[src/core/egd_cfg.svh]
// Purpose: Offsets, field positions, reset values and sizes of the encoder divider and electronic gear.
// Assumes: Registers sit on 32-bit aligned byte addresses of the Avalon-MM slave.
// Notes:   Definitions only.
`ifndef EGD_CFG_SVH
`define EGD_CFG_SVH

// ==========================================================
// Register byte offsets
`define EGD_OFS_DIV       5'h00
`define EGD_OFS_NUM       5'h04
`define EGD_OFS_DEN       5'h08
`define EGD_OFS_CFG       5'h0c
`define EGD_OFS_STAT      5'h10

// ==========================================================
// Reset values
`define EGD_DIV_RST       16'h0800
`define EGD_NUM_RST       16'h0004
`define EGD_DEN_RST       16'h0001
`define EGD_RES_RST       2'h0
`define EGD_QUAD_RST      1'h0

// ==========================================================
// Field positions of the configuration and status words
`define EGD_CFG_RES_LSB   0
`define EGD_CFG_RES_MSB   1
`define EGD_CFG_QUAD_BIT  2
`define EGD_STAT_LVL_LSB  16
`define EGD_STAT_LVL_MSB  20
`define EGD_STAT_BUSY_BIT 24

// ==========================================================
// Encoder resolutions, modulus of the quad-B divider and 13-bit saturation limits
`define EGD_PPR13         17'h00800
`define EGD_PPR16         17'h04000
`define EGD_PPR17         17'h08000
`define EGD_QUAD_MOD      17'h10000
`define EGD_SAT13_LIM     16'h0801
`define EGD_SAT13_OUT     16'h0800

// ==========================================================
// Reference pulse buffer
`define EGD_FIFO_DEPTH    16
`define EGD_FIFO_WIDTH    1

`endif

[src/core/egd_pkg.sv]
// Purpose: Types shared by the encoder divider and electronic gear files.
// Assumes: Nothing beyond the configuration header.
// Notes:   Constants live in egd_cfg.svh.
package egd_pkg;

    // ==========================================================
    // Encoder resolution codes
    typedef enum logic [1:0]
    {
        EGD_RES_13,
        EGD_RES_16,
        EGD_RES_17
    } egd_res_t;

    // ==========================================================
    // Settings held by software
    typedef struct packed
    {
        logic [15:0] num;
        logic [15:0] den;
    } egd_gear_t;

    typedef struct packed
    {
        logic        quad;
        logic [1:0]  res;
    } egd_enc_cfg_t;

    // One buffered reference pulse: its direction, high for forward.
    typedef struct packed
    {
        logic dir;
    } egd_ref_t;

endpackage : egd_pkg

[src/core/egd_divider.sv]
// Purpose: Rate scaler that turns encoder counts into output quadrature edges.
// Assumes: The step increment never exceeds the modulus.
// Notes:   Forward and reverse steps are exact mirrors, so back-and-forth motion leaves no drift.
`timescale 1ns/1ps
`default_nettype none

module egd_divider (
    // Clock and reset
    input  wire logic        i_mclk,
    input  wire logic        i_rst,
    // Encoder count stream
    input  wire logic        i_step,
    input  wire logic        i_dir,
    // Scaling
    input  wire logic [15:0] i_inc,
    input  wire logic [16:0] i_mod,
    input  wire logic        i_pass,
    // Output edge request
    output logic             o_edge,
    output logic             o_edge_dir
);
    logic [16:0] acc_r;
    logic [16:0] acc_nxt;
    logic        edge_nxt;
    wire  [17:0] sum_fwd = {1'b0, acc_r} + {2'b00, i_inc};
    wire         wrap_fwd = (sum_fwd >= {1'b0, i_mod});
    wire         wrap_rev = (acc_r < {1'b0, i_inc});

    // ==========================================================
    // Accumulator step
    always_comb
    begin
        acc_nxt  = acc_r;
        edge_nxt = 1'b0;
        if (i_step && i_pass)
            edge_nxt = 1'b1;
        else if (i_step && i_dir)
        begin
            edge_nxt = wrap_fwd;
            acc_nxt  = wrap_fwd ? 17'(sum_fwd - {1'b0, i_mod}) : sum_fwd[16:0];
        end
        else if (i_step)
        begin
            edge_nxt = wrap_rev;
            acc_nxt  = wrap_rev ? 17'(acc_r + i_mod - {1'b0, i_inc}) : 17'(acc_r - {1'b0, i_inc});
        end
    end

    always_ff @(posedge i_mclk)
    begin
        if (i_rst)
        begin
            acc_r      <= '0;
            o_edge     <= 1'b0;
            o_edge_dir <= 1'b0;
        end
        else
        begin
            acc_r      <= acc_nxt;
            o_edge     <= edge_nxt;
            o_edge_dir <= i_dir;
        end
    end

endmodule : egd_divider

`default_nettype wire

[src/core/egd_fifo.sv]
// Purpose: Small synchronous FIFO with valid and ready on both sides.
// Assumes: One clock, synchronous active-high reset.
// Notes:   Full and empty are registered so that ready and valid come from flip-flops.
`timescale 1ns/1ps
`default_nettype none

module egd_fifo #(
    parameter int WIDTH = 1,
    parameter int DEPTH = 16
) (
    // Clock and reset
    input  wire logic               i_mclk,
    input  wire logic               i_rst,
    // Filling side
    input  wire logic               i_valid,
    output logic                    o_ready,
    input  wire logic [WIDTH-1:0]   i_data,
    // Draining side
    output logic                    o_valid,
    input  wire logic               i_ready,
    output logic [WIDTH-1:0]        o_data,
    // Fill level
    output logic [$clog2(DEPTH):0]  o_level
);
    localparam int AW = $clog2(DEPTH);

    logic [WIDTH-1:0] mem_r [DEPTH];
    logic [AW-1:0]    wr_ptr_r;
    logic [AW-1:0]    rd_ptr_r;
    logic [AW:0]      count_r;
    logic [AW:0]      count_nxt;
    logic             ready_r;
    logic             empty_r;
    wire              push = i_valid && ready_r;
    wire              pop  = i_ready && !empty_r;

    assign count_nxt = count_r + {{AW{1'b0}}, push} - {{AW{1'b0}}, pop};
    assign o_ready   = ready_r;
    assign o_valid   = !empty_r;
    assign o_data    = mem_r[rd_ptr_r];
    assign o_level   = count_r;

    // ==========================================================
    // Storage, one flip-flop word per entry
    genvar g;
    generate
        for (g = 0; g < DEPTH; g++)
        begin : g_entry
            always_ff @(posedge i_mclk)
            begin
                if (push && (wr_ptr_r == AW'(g)))
                    mem_r[g] <= i_data;
            end
        end
    endgenerate

    // ==========================================================
    // Pointers and flags
    always_ff @(posedge i_mclk)
    begin
        if (i_rst)
        begin
            wr_ptr_r <= '0;
            rd_ptr_r <= '0;
            count_r  <= '0;
            ready_r  <= 1'b1;
            empty_r  <= 1'b1;
        end
        else
        begin
            wr_ptr_r <= wr_ptr_r + AW'(push);
            rd_ptr_r <= rd_ptr_r + AW'(pop);
            count_r  <= count_nxt;
            ready_r  <= (count_nxt != (AW+1)'(DEPTH));
            empty_r  <= (count_nxt == '0);
        end
    end

endmodule : egd_fifo

`default_nettype wire

[src/core/egd_top.sv]
// Purpose: Encoder pulse divider with quadrature outputs and an electronic gear for reference pulses.
// Assumes: Encoder and reference pulses are one-cycle strobes synchronous to i_mclk.
// Notes:   Divider and encoder settings in use are taken at reset release and on i_power_cycle only.
`timescale 1ns/1ps
`default_nettype none
`include "egd_cfg.svh"

// How it works
// - Serial encoder counts are scaled so A/B outputs carry the programmed pulses per revolution.
// - A 13-bit encoder outputs 2048 pulses per revolution when the setting exceeds 2048.
// - A new divider value is used only after the next power-up.
// - Divider zero with a quad-B encoder gives one output edge per encoder count.
// - Each reference pulse moves the motor by numerator over denominator encoder counts.
// - Numerator accepts 1 to 65535 and resets to 4.
// - Denominator accepts 1 to 65535 and resets to 1.
// - 13, 16 and 17-bit encoders scale as 2048, 16384 and 32768 per revolution.
module egd_top (
    // Clock and reset
    input  wire logic        i_mclk,
    input  wire logic        i_rst,
    input  wire logic        i_power_cycle,
    // Avalon-MM slave
    input  wire logic [4:0]  i_avs_address,
    input  wire logic        i_avs_read,
    input  wire logic        i_avs_write,
    input  wire logic [31:0] i_avs_writedata,
    input  wire logic [3:0]  i_avs_byteenable,
    output logic [31:0]      o_avs_readdata,
    output logic             o_avs_waitrequest,
    // Motor encoder
    input  wire logic        i_enc_step,
    input  wire logic        i_enc_dir,
    input  wire logic        i_enc_index,
    // Divided encoder outputs
    output logic             o_div_out_a,
    output logic             o_div_out_a_n,
    output logic             o_div_out_b,
    output logic             o_div_out_b_n,
    output logic             o_index_out,
    // Reference pulses from the host
    input  wire logic        i_ref_step,
    input  wire logic        i_ref_dir,
    output logic             o_ref_ready,
    // Geared motor travel
    output logic             o_motor_step,
    output logic             o_motor_dir
);
    typedef enum logic { G_IDLE, G_EVAL } egd_gstate_t;

    // ==========================================================
    // Register file
    logic [15:0]           div_r;
    egd_pkg::egd_gear_t    gear_r;
    egd_pkg::egd_enc_cfg_t cfg_r;
    logic [15:0]           div_act_r;
    egd_pkg::egd_enc_cfg_t cfg_act_r;
    logic                  load_r;
    logic                  wait_r;
    logic [31:0]           rdata_r;
    logic [4:0]            fifo_level;
    logic                  busy;

    wire        acc_ok  = !wait_r && (i_avs_read || i_avs_write);
    wire        wr_en   = acc_ok && i_avs_write;
    wire        sel_div = (i_avs_address == `EGD_OFS_DIV);
    wire        sel_num = (i_avs_address == `EGD_OFS_NUM);
    wire        sel_den = (i_avs_address == `EGD_OFS_DEN);
    wire        sel_cfg = (i_avs_address == `EGD_OFS_CFG);
    wire        sel_st  = (i_avs_address == `EGD_OFS_STAT);
    wire [15:0] wmask   = {{8{i_avs_byteenable[1]}}, {8{i_avs_byteenable[0]}}};
    wire [15:0] div_wr  = (div_r & ~wmask) | (i_avs_writedata[15:0] & wmask);
    wire [15:0] num_wr  = (gear_r.num & ~wmask) | (i_avs_writedata[15:0] & wmask);
    wire [15:0] den_wr  = (gear_r.den & ~wmask) | (i_avs_writedata[15:0] & wmask);
    wire [31:0] stat_w  = {7'h00, busy, 3'h0, fifo_level, div_act_r};
    wire [31:0] cfg_w   = {29'h0, cfg_r};
    wire [31:0] rd_mux  = sel_div ? {16'h0, div_r} :
                          sel_num ? {16'h0, gear_r.num} :
                          sel_den ? {16'h0, gear_r.den} :
                          sel_cfg ? cfg_w :
                          sel_st  ? stat_w : 32'h0;

    assign o_avs_waitrequest = wait_r;
    assign o_avs_readdata    = rdata_r;

    // Waitrequest drops for one cycle after a request is seen; the access completes there.
    always_ff @(posedge i_mclk)
    begin
        if (i_rst)
            wait_r <= 1'b1;
        else
            wait_r <= !(wait_r && (i_avs_read || i_avs_write));
    end

    always_ff @(posedge i_mclk)
    begin
        if (i_rst)
            rdata_r <= 32'h0;
        else if (wait_r && i_avs_read)
            rdata_r <= rd_mux;
    end

    always_ff @(posedge i_mclk)
    begin
        if (i_rst)
        begin
            div_r      <= `EGD_DIV_RST;
            gear_r.num <= `EGD_NUM_RST;
            gear_r.den <= `EGD_DEN_RST;
            cfg_r      <= {`EGD_QUAD_RST, `EGD_RES_RST};
        end
        else if (wr_en)
        begin
            if (sel_div)
                div_r <= div_wr;
            if (sel_num && (num_wr != 16'h0))
                gear_r.num <= num_wr;
            if (sel_den && (den_wr != 16'h0))
                gear_r.den <= den_wr;
            if (sel_cfg && i_avs_byteenable[0])
                cfg_r <= i_avs_writedata[2:0];
        end
    end

    // Settings in use are captured once after reset and again on each power-up event.
    always_ff @(posedge i_mclk)
    begin
        if (i_rst)
            load_r <= 1'b1;
        else
            load_r <= i_power_cycle;
    end

    always_ff @(posedge i_mclk)
    begin
        if (i_rst)
        begin
            div_act_r <= `EGD_DIV_RST;
            cfg_act_r <= {`EGD_QUAD_RST, `EGD_RES_RST};
        end
        else if (load_r)
        begin
            div_act_r <= div_r;
            cfg_act_r <= cfg_r;
        end
    end

    // ==========================================================
    // Encoder divider
    logic [16:0] ppr;
    logic [15:0] inc_eff;
    logic        div_edge;
    logic        div_edge_dir;
    logic [1:0]  quad_r;

    assign ppr = (cfg_act_r.res == egd_pkg::EGD_RES_13) ? `EGD_PPR13 :
                 (cfg_act_r.res == egd_pkg::EGD_RES_16) ? `EGD_PPR16 : `EGD_PPR17;

    wire        sat13   = (cfg_act_r.res == egd_pkg::EGD_RES_13) && (div_act_r >= `EGD_SAT13_LIM);
    wire        over    = ({1'b0, div_act_r} > ppr);
    wire        passthr = cfg_act_r.quad && (div_act_r == 16'h0);
    wire [16:0] modulus = cfg_act_r.quad ? `EGD_QUAD_MOD : ppr;

    assign inc_eff = cfg_act_r.quad ? div_act_r :
                     sat13          ? `EGD_SAT13_OUT :
                     over           ? ppr[15:0] : div_act_r;

    egd_divider u_div (
        .i_mclk     (i_mclk),
        .i_rst      (i_rst),
        .i_step     (i_enc_step),
        .i_dir      (i_enc_dir),
        .i_inc      (inc_eff),
        .i_mod      (modulus),
        .i_pass     (passthr),
        .o_edge     (div_edge),
        .o_edge_dir (div_edge_dir)
    );

    // Gray sequence 00,10,11,01 forward; A leads B when turning forward.
    wire [1:0] quad_fwd = {~quad_r[0], quad_r[1]};
    wire [1:0] quad_rev = {quad_r[0], ~quad_r[1]};

    always_ff @(posedge i_mclk)
    begin
        if (i_rst)
            quad_r <= 2'h0;
        else if (div_edge)
            quad_r <= div_edge_dir ? quad_fwd : quad_rev;
    end

    always_ff @(posedge i_mclk)
    begin
        if (i_rst)
        begin
            o_div_out_a   <= 1'b0;
            o_div_out_a_n <= 1'b1;
            o_div_out_b   <= 1'b0;
            o_div_out_b_n <= 1'b1;
            o_index_out   <= 1'b0;
        end
        else
        begin
            o_div_out_a   <= quad_r[1];
            o_div_out_a_n <= ~quad_r[1];
            o_div_out_b   <= quad_r[0];
            o_div_out_b_n <= ~quad_r[0];
            o_index_out   <= i_enc_index;
        end
    end

    // ==========================================================
    // Electronic gear
    egd_gstate_t      gstate_r;
    egd_pkg::egd_ref_t ref_in;
    egd_pkg::egd_ref_t ref_out;
    logic             ref_valid;
    logic             dir_r;
    logic signed [17:0] gacc_r;

    assign ref_in.dir = i_ref_dir;
    assign busy       = (gstate_r == G_EVAL);

    wire pop      = (gstate_r == G_IDLE) && ref_valid;
    wire emit_fwd = busy && dir_r && (gacc_r >= $signed({2'b00, gear_r.den}));
    wire emit_rev = busy && !dir_r && (gacc_r < 18'sh0);

    egd_fifo #(
        .WIDTH (`EGD_FIFO_WIDTH),
        .DEPTH (`EGD_FIFO_DEPTH)
    ) u_fifo (
        .i_mclk  (i_mclk),
        .i_rst   (i_rst),
        .i_valid (i_ref_step),
        .o_ready (o_ref_ready),
        .i_data  (ref_in),
        .o_valid (ref_valid),
        .i_ready (pop),
        .o_data  (ref_out),
        .o_level (fifo_level)
    );

    always_ff @(posedge i_mclk)
    begin
        if (i_rst)
        begin
            gstate_r <= G_IDLE;
            gacc_r   <= 18'sh0;
            dir_r    <= 1'b0;
        end
        else
        begin
            case (gstate_r)
                G_IDLE:
                begin
                    if (pop)
                    begin
                        dir_r    <= ref_out.dir;
                        gacc_r   <= ref_out.dir ? gacc_r + $signed({2'b00, gear_r.num})
                                                : gacc_r - $signed({2'b00, gear_r.num});
                        gstate_r <= G_EVAL;
                    end
                end
                G_EVAL:
                begin
                    if (emit_fwd)
                        gacc_r <= gacc_r - $signed({2'b00, gear_r.den});
                    else if (emit_rev)
                        gacc_r <= gacc_r + $signed({2'b00, gear_r.den});
                    else
                        gstate_r <= G_IDLE;
                end
                default:
                    gstate_r <= G_IDLE;
            endcase
        end
    end

    always_ff @(posedge i_mclk)
    begin
        if (i_rst)
        begin
            o_motor_step <= 1'b0;
            o_motor_dir  <= 1'b0;
        end
        else
        begin
            o_motor_step <= emit_fwd || emit_rev;
            if (emit_fwd || emit_rev)
                o_motor_dir <= dir_r;
        end
    end

    // ==========================================================
    // Checks
    chk_div_latched: assert property (@(posedge i_mclk) disable iff (i_rst)
        !$past(load_r) |-> $stable(div_act_r))
        else $error("divider in use changed without a power-up");

    chk_sat_13bit: assert property (@(posedge i_mclk) disable iff (i_rst)
        (!cfg_act_r.quad && cfg_act_r.res == egd_pkg::EGD_RES_13 && div_act_r > 16'h0801) |-> inc_eff == 16'h0800)
        else $error("13-bit encoder divider not saturated");

    chk_quad_gray: assert property (@(posedge i_mclk) disable iff (i_rst)
        $changed(quad_r) |-> ($countones(quad_r ^ $past(quad_r)) == 1))
        else $error("quadrature outputs skipped a state");

    chk_quad_order: assert property (@(posedge i_mclk) disable iff (i_rst)
        (div_edge && div_edge_dir) |=> quad_r == {~$past(quad_r[0]), $past(quad_r[1])})
        else $error("forward edge stepped the wrong way");

    chk_pass_thru: assert property (@(posedge i_mclk) disable iff (i_rst)
        (i_enc_step && passthr && !load_r && !i_power_cycle) |-> ##2 (quad_r != $past(quad_r)))
        else $error("pass-through count gave no output edge");

    chk_ppr_map: assert property (@(posedge i_mclk) disable iff (i_rst)
        (cfg_act_r.res == egd_pkg::EGD_RES_16) |-> ppr == 17'h04000)
        else $error("16-bit encoder scaled with wrong count");

    chk_num_range: assert property (@(posedge i_mclk) disable iff (i_rst)
        (gear_r.num != 16'h0) && (gear_r.den != 16'h0))
        else $error("gear term reached zero");

    chk_gear_reset: assert property (@(posedge i_mclk)
        $fell(i_rst) |-> (gear_r.num == 16'h0004 && gear_r.den == 16'h0001))
        else $error("gear terms not at defaults after reset");

    chk_gear_step: assert property (@(posedge i_mclk) disable iff (i_rst)
        (pop && ref_out.dir && (gear_r.num >= gear_r.den)) |-> ##2 o_motor_step)
        else $error("forward reference gave no motor count");

    chk_bus_answer: assert property (@(posedge i_mclk) disable iff (i_rst)
        (o_avs_waitrequest && (i_avs_read || i_avs_write)) |=> !o_avs_waitrequest)
        else $error("bus request not answered in one cycle");

endmodule : egd_top

`default_nettype wire

[config.mk]
export PLATFORM = sky130hd
export DESIGN_NAME = egd_top
export DESIGN_NICKNAME = d
export VERILOG_FILES = /design/src/core/egd_pkg.sv /design/src/core/egd_divider.sv /design/src/core/egd_fifo.sv /design/src/core/egd_top.sv
export VERILOG_INCLUDE_DIRS = /design/src /design/src/core
export SDC_FILE = /design/constraint.sdc
export NUM_CORES = 1
export LEC_CHECK = 0
export CAP_MARGIN = 40
export CORE_MARGIN = 10
export CORE_UTILIZATION = 45
export CTS_CLUSTER_SIZE = 8
export DETAILED_ROUTE_END_ITERATION = 6
export DONT_BUFFER_PORTS = 1
export PLACE_DENSITY = 0.6
export SETUP_SLACK_MARGIN = 0.5
export SLEW_MARGIN = 40
export SYNTH_ARGS = -nofsm -noshare
export SYNTH_HDL_FRONTEND = slang
export SYNTH_HIERARCHICAL = 1
export SYNTH_SLANG_ARGS = --single-unit
export TNS_END_PERCENT = 50
[constraint.sdc]
create_clock -name i_mclk -period 6.7 [get_ports i_mclk]
set_input_delay 1.34 -clock i_mclk [delete_from_list [all_inputs] [get_ports i_mclk]]
set_output_delay 1.34 -clock i_mclk [all_outputs]
set_load 0.1 [all_outputs]
**After elaboration in Yosys (flattened, before gate mapping)**

Memory sizes are Yosys's and may differ from the RTL's. A register that Yosys moved wholly into a read port is not among the register bits.
Index checks and enable logic that the tools add are counted.

- Bits in registers: 167
- RAM bits: 16
- Input bits: 51
- Output and inout bits: 41
- Word-level logic and storage cells: 261
- Memories kept: 1

- $add $sub $neg: 13
- $lt $le $gt $ge: 6
- Eq/ne operators: 23
- Multiplexer cells: 106
- Bitwise logic cells: 12
- Reductions and logical operators: 70

Memories:

| memory | words | bits a word | rd ports | clocked after memory_dff | write ports | RTL line | text |
|---|---|---|---|---|---|---|---|
| u_fifo.mem_r | 16 | 1 | 1 | 1 | 1 | egd_fifo.sv:27 | `logic [WIDTH-1:0] mem_r [DEPTH];` |

Operators by type and width:

| kind | number |
|---|---|
| 25-bit 2-to-1 mux | 5 |
| 17-bit 2-to-1 mux | 5 |
| 16-bit 2-to-1 mux | 5 |
| 18-bit 2-to-1 mux | 4 |
| 1-bit 2-to-1 mux | 68 |
| 16-bit AND | 4 |
| 4-bit 2-to-1 mux | 16 |
| 16-bit OR | 3 |
| 18-bit by 17-bit adder with 18-bit output | 2 |
| 18-bit by 17-bit greater-or-equal comparator with 1-bit output | 2 |
| 18-bit one-hot mux with 2 select lines | 1 |
| 18-bit by 17-bit subtractor with 18-bit output | 2 |
| 1-bit logical AND | 34 |
| 17-bit by 16-bit subtractor with 17-bit output | 2 |
| 4-bit == test (second input constant) | 8 |
| 16-bit nonzero test | 2 |
| 17-bit by 16-bit adder with 18-bit output | 1 |
| 18-bit by 1-bit < comparator with 1-bit output (second input constant) | 1 |
| 17-bit adder | 1 |
| 17-bit by 16-bit < comparator with 1-bit output | 1 |
| 17-bit subtractor | 1 |
| 4-bit by 3-bit == test with 1-bit output (second input constant) | 4 |
| 16-bit by 12-bit greater-or-equal comparator with 1-bit output (second input constant) | 1 |
| 16-bit > comparator | 1 |
| 25 further kinds | 56 |

**Longest topological paths before layout**

Gate-level depths: netlist of the first run.

- Depth in word-level cells: 20
- Gate-level depth with buffers: 30
- Mapped depth without buffers: 27

**Cells and area by module**

Netlist of the first run, hierarchy kept.

Modules (own cells, without submodules):

| module | times used | cells an instance | area each (um^2) | seq. area each (um^2) |
|---|---|---|---|---|
| egd_top | 1 | 982 | 8046.5 | 2462.4 |
| egd_divider | 1 | 653 | 4772.1 | 380.4 |
| egd_fifo | 1 | 118 | 1412.6 | 780.7 |

**Worst setup path after synthesis of the first run**

No wires, ideal clock.

- Path type: register to register
- From: reg cfg_act_r[1] (netlist bit)
- To: reg u_div.acc_r[11]
- Library setup time: 132 ps
- Data arrival time: 5271 ps
- Required time: 6568 ps
- Setup slack: 1297 ps
- Cell stages (with the launch flop): 27
- Path buffers: 0
- Period minus slack after synthesis: 5403 ps
- Cells stage by stage: dfxtp_1 inv_1 nand2_1 ha_1 a21oi_1 nor2b_1 o22ai_1 a21oi_1 nor2b_1 inv_1 fa_1 nor2_1 o311ai_0 a211oi_1 nor3_1 nor2_1 xnor2_1 ha_1 a21oi_1 nand2_1 a221oi_2 nand3_1 a221oi_4 inv_2 mux2_4 o221ai_1 a21oi_1

- Cells in the longest elaborated chain, start to end: 11
- Elaborated cells between the ends (all ways): 21
- Classes of those cells: add/sub (5); order compare (3); eq/ne (1); mux (10); reduce/logical (2)

Ends and longest elaborated chain:

| what | RTL line | text |
|---|---|---|
| start, declared | egd_top.sv:56 | `egd_pkg::egd_enc_cfg_t cfg_act_r;` |
| start signal, assigned | egd_top.sv:138 | `` cfg_act_r <= {`EGD_QUAD_RST, `EGD_RES_RST}; `` |
| start signal, assigned | egd_top.sv:143 | `cfg_act_r <= cfg_r;` |
| 2-bit by 1-bit == test with 1-bit output | egd_top.sv:156 | `` (cfg_act_r.res == egd_pkg::EGD_RES_16) ? `EGD_PPR16 : `EGD_PPR17; `` |
| 16-bit 2-to-1 mux (no source line) (2 in series) | - |  |
| 16-bit > comparator | egd_top.sv:159 | `wire over = ({1'b0, div_act_r} > ppr);` |
| 16-bit 2-to-1 mux | egd_top.sv:165 | `over ? ppr[15:0] : div_act_r;` |
| 16-bit 2-to-1 mux * | egd_top.sv:164 | `` sat13 ? `EGD_SAT13_OUT : `` |
| 16-bit 2-to-1 mux * | egd_top.sv:163 | `assign inc_eff = cfg_act_r.quad ? div_act_r :` |
| net inc_eff[1] | egd_top.sv:150 | `logic [15:0] inc_eff;` |
| 17-bit by 16-bit adder with 18-bit output, or another cell as far along | egd_divider.sv:25 | `wire [17:0] sum_fwd = {1'b0, acc_r} + {2'b00, i_inc};` |
| 17-bit subtractor, or another cell as far along | egd_divider.sv:40 | `acc_nxt = wrap_fwd ? 17'(sum_fwd - {1'b0, i_mod}) : sum_fwd[16:0];` |
| 17-bit 2-to-1 mux (on tied branches) | egd_divider.sv:40, egd_divider.sv:42 |  |
| 17-bit 2-to-1 mux * | egd_divider.sv:37 | `else if (i_step && i_dir)` |
| end signal, assigned | egd_divider.sv:59 | `acc_r <= acc_nxt;` |
| end, declared | egd_divider.sv:22 | `logic [16:0] acc_r;` |

The timed path passes the listed nets; every way through them passes the cells marked *. The select of a mux whose other input is x is not followed.
A chain may end at the register's enable or synchronous reset.

**Final worst setup path of the first run**

- From: reg div_act_r[0]
- To: reg u_div.acc_r[11]

- Cells in the longest elaborated chain, start to end: 8
- Elaborated cells between the ends (all ways): 21
- Classes of those cells: add/sub (4); order compare (4); mux (7); bitwise (1); reduce/logical (5)

Ends and longest elaborated chain:

| what | RTL line | text |
|---|---|---|
| start, declared | egd_top.sv:55 | `logic [15:0] div_act_r;` |
| start signal, assigned | egd_top.sv:137 | `` div_act_r <= `EGD_DIV_RST; `` |
| start signal, assigned | egd_top.sv:142 | `div_act_r <= div_r;` |
| 16-bit > comparator or 16-bit by 12-bit greater-or-equal comparator with 1-bit output (tied branches) | - |  |
| 16-bit 2-to-1 mux or 1-bit logical AND (tied branches) | egd_top.sv:165, egd_top.sv:158 |  |
| 16-bit 2-to-1 mux | egd_top.sv:164 |  |
| 16-bit 2-to-1 mux * | egd_top.sv:163 |  |
| net inc_eff[0] | egd_top.sv:150 |  |
| 17-bit by 16-bit adder with 18-bit output, or another cell as far along | egd_divider.sv:25 |  |
| 17-bit subtractor, or another cell as far along | egd_divider.sv:40 |  |
| 17-bit 2-to-1 mux (on tied branches) | egd_divider.sv:40, egd_divider.sv:42 |  |
| 17-bit 2-to-1 mux * | egd_divider.sv:37 |  |

Marked as above.

==> results.md, run 1 <==
* Status: finished, final reports clean
* Most frequent cells in the layout: nor2_1 (210), inv_1 (156), a21oi_1 (139)
* Register area share after synthesis at 25.5%
* Cell variety after synth at 99
* Gp weighted congestion at 0.951
* Crit path launch type: flop
* Post-DR vias/cell at 5.79
* Max_cap viols at 0
* PnR worst setup slack at 0.732 ns
* Die ar. at 39100 µm²
* CP max FO at 8
* CTS tree: done
* Clk Latency, worst-skew pair at 0.44 ns
* Required @ worst endpoint at 7.02 ns
* Least-Margin Pin Slew at 0.827 ns
* Worst VDD drop at 0.236 mV
* Drt drc at 0
* Critical path class: reg2reg
* CP arrival at 6.29 ns
* Leakage at 6.45 nW
* Post-detail-place hpwl at 30.5 mm
* Pint at 3.27 mW
* Die H at 198 µm
* Combinational power share at 60.2%
* Synth Cell Area at 14200 µm²
* Switching share of power at 46.2%
* Placed Area at 14600 µm²
* Antenna Violating Nets Remaining at 0
* Starting Density at 45.3%
* First-pass GRT wire length at 62.8 mm
* Root Driver: clkbuf_16
* Period utilization at 89.1%
* Nets at 1940
* Avg Cell Area, Syn at 8.12 µm²
* Core Region at 31400 µm²
* # port buffers at 0
* Final Instance Area at 15400 µm²
* Final hold viol count at 0
* Hold-fix buffers, CTS at 0
* P&R area growth vs syn at 8.53%
* Sw Pwr at 2.81 mW
* Max Freq at 168 MHz
* Initial DRC Count at 1230
* Vias in the first global route at 11400
* Post-synth top flop: dfxtp_1
* Die X at 198 µm
* # diodes at 0
* Max-slew headroom at 44.7%
* Reg power frac at 23.5%
* Worst min path class: reg2reg
* Post-Synthesis Cells at 1753
* Clk buf depth at 2
* Cell Pwr Density at 394 nW/µm²
* Initial antenna violation count at 0
* Sink Count at 173
* Iteration count of the initial detailed-routing pass at 7
* Critical Path End Type: flop
* Max Slew Vio Count at 0
* # IOs at 92
* #FFs+latches synth at 173
* Clock share of power at 16.3%
* Unrepaired setup endpoints after global routing: no
* Gr ovfl total at 0
* Post-synth EDFFs at 16
* Setup violators final at 0
* Wirelength, routed at 40.0 mm
* Pin count of the biggest net entering global routing at 129
* CTS H-tree depth at 4
* Final Skew at 0.00905 ns
* Via Count at 12500
* Tot GR Track Use at 19.9%
* Final Util at 49.2%
* Post-synth ARST share at 0%
* Commonest non-fill, non-tap cell in the layout: nor2_1
* Num CTS Buffers at 17
* Dpl ws at 0.275 ns
* Clock edge transition at the registers on the reported setup and hold paths at 0.07 ns
* Ys Warns at 6
* Period minus WS final at 5.97 ns
* Total negative slack at 0 ns
* Fraction of layout cells with a size suffix above 1 at 9.58%
* Row cnt at 65
* WL/cell at 18.6 µm
layout make-up:
| cell class | count | area (µm²) |
|---|---|---|
| flip-flops and latches | 173 | 3660 |
| clock buffers | 23 | 459 |
| well taps | 402 | 503 |
| multi-input cells | 1356 | 9840 |
| repair buffers | 34 | 268 |
| clock inverters | 9 | 114 |
| fillers | 3093 | 15900 |
| inverters | 159 | 597 |
cells in the mapped netlist (22+ instances only):
cell type,n,area share (%)
xor2_1,41,2.5
nand2b_1,22,0.97
dfxtp_1,157,22
nor2b_1,42,1.8
o211ai_1,30,1.6
clkbuf_1,49,1.3
ha_1,125,11
nand3_1,36,1.3
xnor2_1,63,3.9
o21ai_0,74,2.6
nor3_1,39,1.4
fa_1,23,3.2
a211oi_1,23,1.2
inv_1,157,4.1
a21oi_1,141,5.0
nor2_1,211,5.6
nand2_1,91,2.4
mux2i_1,83,5.8
a31oi_1,24,1.1
cell families after synthesis:
group	count (synthesis)	synth area share, %
compound gates	465	22.1
xor+xnor	104	6.40
fa+ha+maj	148	14.2
buf+inv	247	7.29
flops	173	25.5
mux	92	7.10
other cells	1	0.0264
simple gates	523	17.4
critical path, cell delays in order (launching register included):
cell and delay [ns]:
dfxtp_1 0.37, nor4_2 0.33, nand4_1 0.23, a21boi_0 0.21, o31ai_2 0.32, a21oi_4 0.16, nor2b_2 0.16, ha_1 0.18
inv_1 0.05, fa_1 0.41, nor2_2 0.18, o311ai_2 0.14, a211oi_2 0.39, nor2_1 0.13, o31ai_2 0.22, xnor2_1 0.20
ha_2 0.35, nand4_1 0.16, nor2_1 0.10, a221oi_2 0.30, nand3_2 0.15, a221oi_4 0.27, buf_4 0.19, inv_2 0.09
mux2_4 0.30, o221ai_1 0.17, a21oi_1 0.09
power by group through the flow:
stage	clock [mW]	combinational (mW)	sequential, mW
after floorplan	0	2.89	1.39
after global placement	0	3.51	1.45
after detailed placement	0	3.55	1.45
after CTS	1.01	3.58	1.43
after global routing	1.05	4.05	1.45
final	0.990	3.66	1.43
layer usage:
metal | track usage (%) | wire length, µm | vias up
li1 | - | - | 6150
met1 | 27.5 | 18300 | 5906
met2 | 30.5 | 17700 | 398
met3 | 5.16 | 3510 | 31
met4 | 4.07 | 461 | 0
met5 | 0 | 0 | -
sequential cells by signal (all words and copies together), names as in the netlist, 2 cells and up, named ones only:
register,flops
gear_r,32
o_avs_readdata,22
gacc_r,18
u_div/acc_r,17
div_act_r,16
u_fifo/mem_r,16
u_fifo/o_level,5
u_fifo/rd_ptr_r,4
u_fifo/wr_ptr_r,4
cfg_act_r,3
cfg_r,3
quad_r,2
final timing paths:
path                             startpoint  cells after the start                            to  slack [ns]
setup / recovery  div_act_r[0]$_SDFFE_PP0P_                     26  u_div/acc_r[11]$_SDFFE_PP0P_        0.73
hold / removal       quad_r[0]$_SDFFE_PP0P_                      1      o_div_out_b_n$_SDFF_PP1_        0.43
setup reg to reg  div_act_r[0]$_SDFFE_PP0P_                     26  u_div/acc_r[11]$_SDFFE_PP0P_        0.73
hold reg to reg      quad_r[0]$_SDFFE_PP0P_                      1      o_div_out_b_n$_SDFF_PP1_        0.43
stage by stage:
| stage | total power, mW | cells | hold WS, ns |
|---|---|---|---|
| finish | 6.08 | 2156 | 0.434 |
| global route | 6.56 | 2156 | 0.465 |
| CTS | 6.02 | 2147 | 0.436 |
| detailed placement | 5.01 | 2115 | 0.421 |
| global placement | 4.95 | 2115 | 0.416 |
| floorplan | 4.27 | 1776 | 0.402 |
what timing repair did:
action,in CTS,in global routing
cloned,0,0
setup buffers,0,9
resized for setup,4,29
pin swaps,0,12
setup endpoints to repair,18,18
Power figures use the tool's default switching activity.
==> run 2, diff against run 1 <==
Settings changed: CORE_ASPECT_RATIO set to 0.7.
==> results.md, run 2 (synthesized netlist as in run 1, its figures left out) <==
* Total negative slack at 0 ns (unchanged)
* Wirelength, routed at 43.0 mm (+7.5%)
* P&R area growth vs syn at 10.1%
* Initial DRC Count at 1401 (+14%)
* Starting Density at 45.7% (+0.36 points)
* Root Driver: clkbuf_16
* Max reg flops at 32 (unchanged)
* CP arrival at 6.25 ns (-0.04 ns)
* Initial antenna violation count at 1 (+1)
* Clk buf depth at 2 (unchanged)
* Row cnt at 54 (-17%)
* PnR worst setup slack at 0.765 ns (+0.0329 ns)
* # diodes at 0 (unchanged)
* Antenna Violating Nets Remaining at 0 (unchanged)
* Critical Path End Type: flop
* Drt drc at 0 (unchanged)
* CP max stage cell: a221oi_4
* First-pass GRT wire length at 66.8 mm (+6.3%)
* CP peak stage delay at 0.42 ns (about the same)
* Critical path class: reg2reg
* Most frequent cells in the layout: nor2_1 (208), inv_1 (155), a21oi_1 (138)
* Setup violators final at 0 (unchanged)
* Period utilization at 88.6% (-0.49 points)
* Largest reg by FF count: gear_r
* # IOs at 92 (unchanged)
* Cell Pwr Density at 404 nW/µm² (+2.6%)
* Max Slew Vio Count at 0 (unchanged)
* Worst min path class: reg2reg
* Least-Margin Pin Slew at 0.851 ns (+0.0234 ns)
* Required @ worst endpoint at 7.02 ns (about the same)
* Crit path launch type: flop
* Max_cap viols at 0 (unchanged)
* Sink Count at 173 (unchanged)
* Clk Latency, worst-skew pair at 0.45 ns (about the same)
* Final hold viol count at 0 (unchanged)
* Largest delay share family, worst path: compound AO/OA/AOI/OAI gates
* CP max FO at 8 (unchanged)
* Max Freq at 169 MHz (+0.55%)
* Num CTS Buffers at 17 (unchanged)
* WL/cell at 19.7 µm (+6.4%)
* Tot GR Track Use at 21.4% (+1.4 points)
* Iteration count of the initial detailed-routing pass at 6 (-1)
* CTS tree: done
* Core Region at 31100 µm² (-0.78%)
* Gp weighted congestion at 0.933 (-1.9%)
* Status: finished, final reports clean
* Fraction of layout cells with a size suffix above 1 at 11.0% (+1.4 points)
* Leakage at 6.54 nW (+1.4%)
* Die H at 169 µm (-15%)
* Crit path from: div_act_r[1]$_SDFFE_PP0P_
* Bufs and invs on worst path at 5 (+2)
* Critical path's most frequent cell: nor2_1
* CTS H-tree depth at 4 (unchanged)
* Pin count of the biggest net entering global routing at 129 (unchanged)
* Via Count at 12700 (+1.8%)
* Max-slew headroom at 42.8% (-1.9 points)
* Gr ovfl total at 0 (unchanged)
* Post-detail-place hpwl at 33.2 mm (+8.7%)
* Dpl ws at 0.140 ns (-0.136 ns)
* Post-DR vias/cell at 5.83 (+0.73%)
* Hold-fix buffers, CTS at 0 (unchanged)
* Period minus WS final at 5.93 ns (-0.0329 ns)
* Die ar. at 39300 µm² (+0.29%)
* Worst VDD drop at 0.279 mV (+18%)
* Final Skew at 0.00574 ns (-0.00331 ns)
* # fillers at 3017 (-2.5%)
* Die X at 233 µm (+18%)
* Worst Hold Launch: quad_r[0]$_SDFFE_PP0P_
* Nets at 1945 (+0.26%)
* Unrepaired setup endpoints after global routing: no
* Commonest non-fill, non-tap cell in the layout: nor2_1
* # port buffers at 0 (unchanged)
* Clock edge transition at the registers on the reported setup and hold paths at 0.07 ns (about the same)
* Vias in the first global route at 11700 (+2.3%)
* R2R Path Start: div_act_r[1]$_SDFFE_PP0P_
==> run 2: power breakdown <==
group,internal (mW),total [mW],switching (mW)
logic,1.58,3.83,2.25
clock network,0.612,1.08,0.464
registers,1.18,1.42,0.242
==> run 2: stage by stage <==
stage / power, mW / hold WS (ns) / util [%] / cells / area, µm²
6_report: 6.33 / 0.447 / 50.3 / 2179 / 15700
5_1_grt: 6.81 / 0.476 / 50.3 / 2179 / 15700
4_1_cts: 6.21 / 0.454 / 49.5 / 2173 / 15400
3_5_place_dp: 5.07 / 0.437 / 47.2 / 2137 / 14700
3_3_place_gp: 5.01 / 0.432 / 47.0 / 2137 / 14600
2_1_floorplan: 4.27 / 0.402 / - / 1776 / 14300
==> run 2: worst paths after layout <==
path                                       to  slack [ns]  cells past startpoint
setup / recovery  u_div/acc_r[9]$_SDFFE_PP0P_        0.77                     28
hold / removal       o_div_out_b_n$_SDFF_PP1_        0.45                      1
setup reg to reg  u_div/acc_r[9]$_SDFFE_PP0P_        0.77                     28
hold reg to reg      o_div_out_b_n$_SDFF_PP1_        0.45                      1
==> run 2: timing repair <==
item                                    in CTS  in global routing
hold endpoints to repair                     0                  0
resized for setup                           10                 44
endpoints found under the setup margin      18                 18
setup buffers                                4                  5
pin swaps                                    6                 11
==> run 2: layer usage <==
layer  vias up  wire length [µm]  part of all wire (%)  global-route usage [%]
li1       6175                 -                     -                       -
met1      6046             21700                    50                    32.7
met2       456             16400                    38                    28.0
met3        31              4310                    10                    6.36
met4         2               631                   1.5                    4.90
met5         -                12                 0.028                       0
==> run 2: area by class of cell <==
cell class                 count  area (µm²)  area share (%)
multi-input combinational   1356        9920            63.3
sequential                   173        3660            23.4
inverter                     159         597            3.81
tap                          420         526            3.35
clock buffer                  20         489            3.12
timing repair buffer          39         325            2.08
clock inverter                12         146           0.934
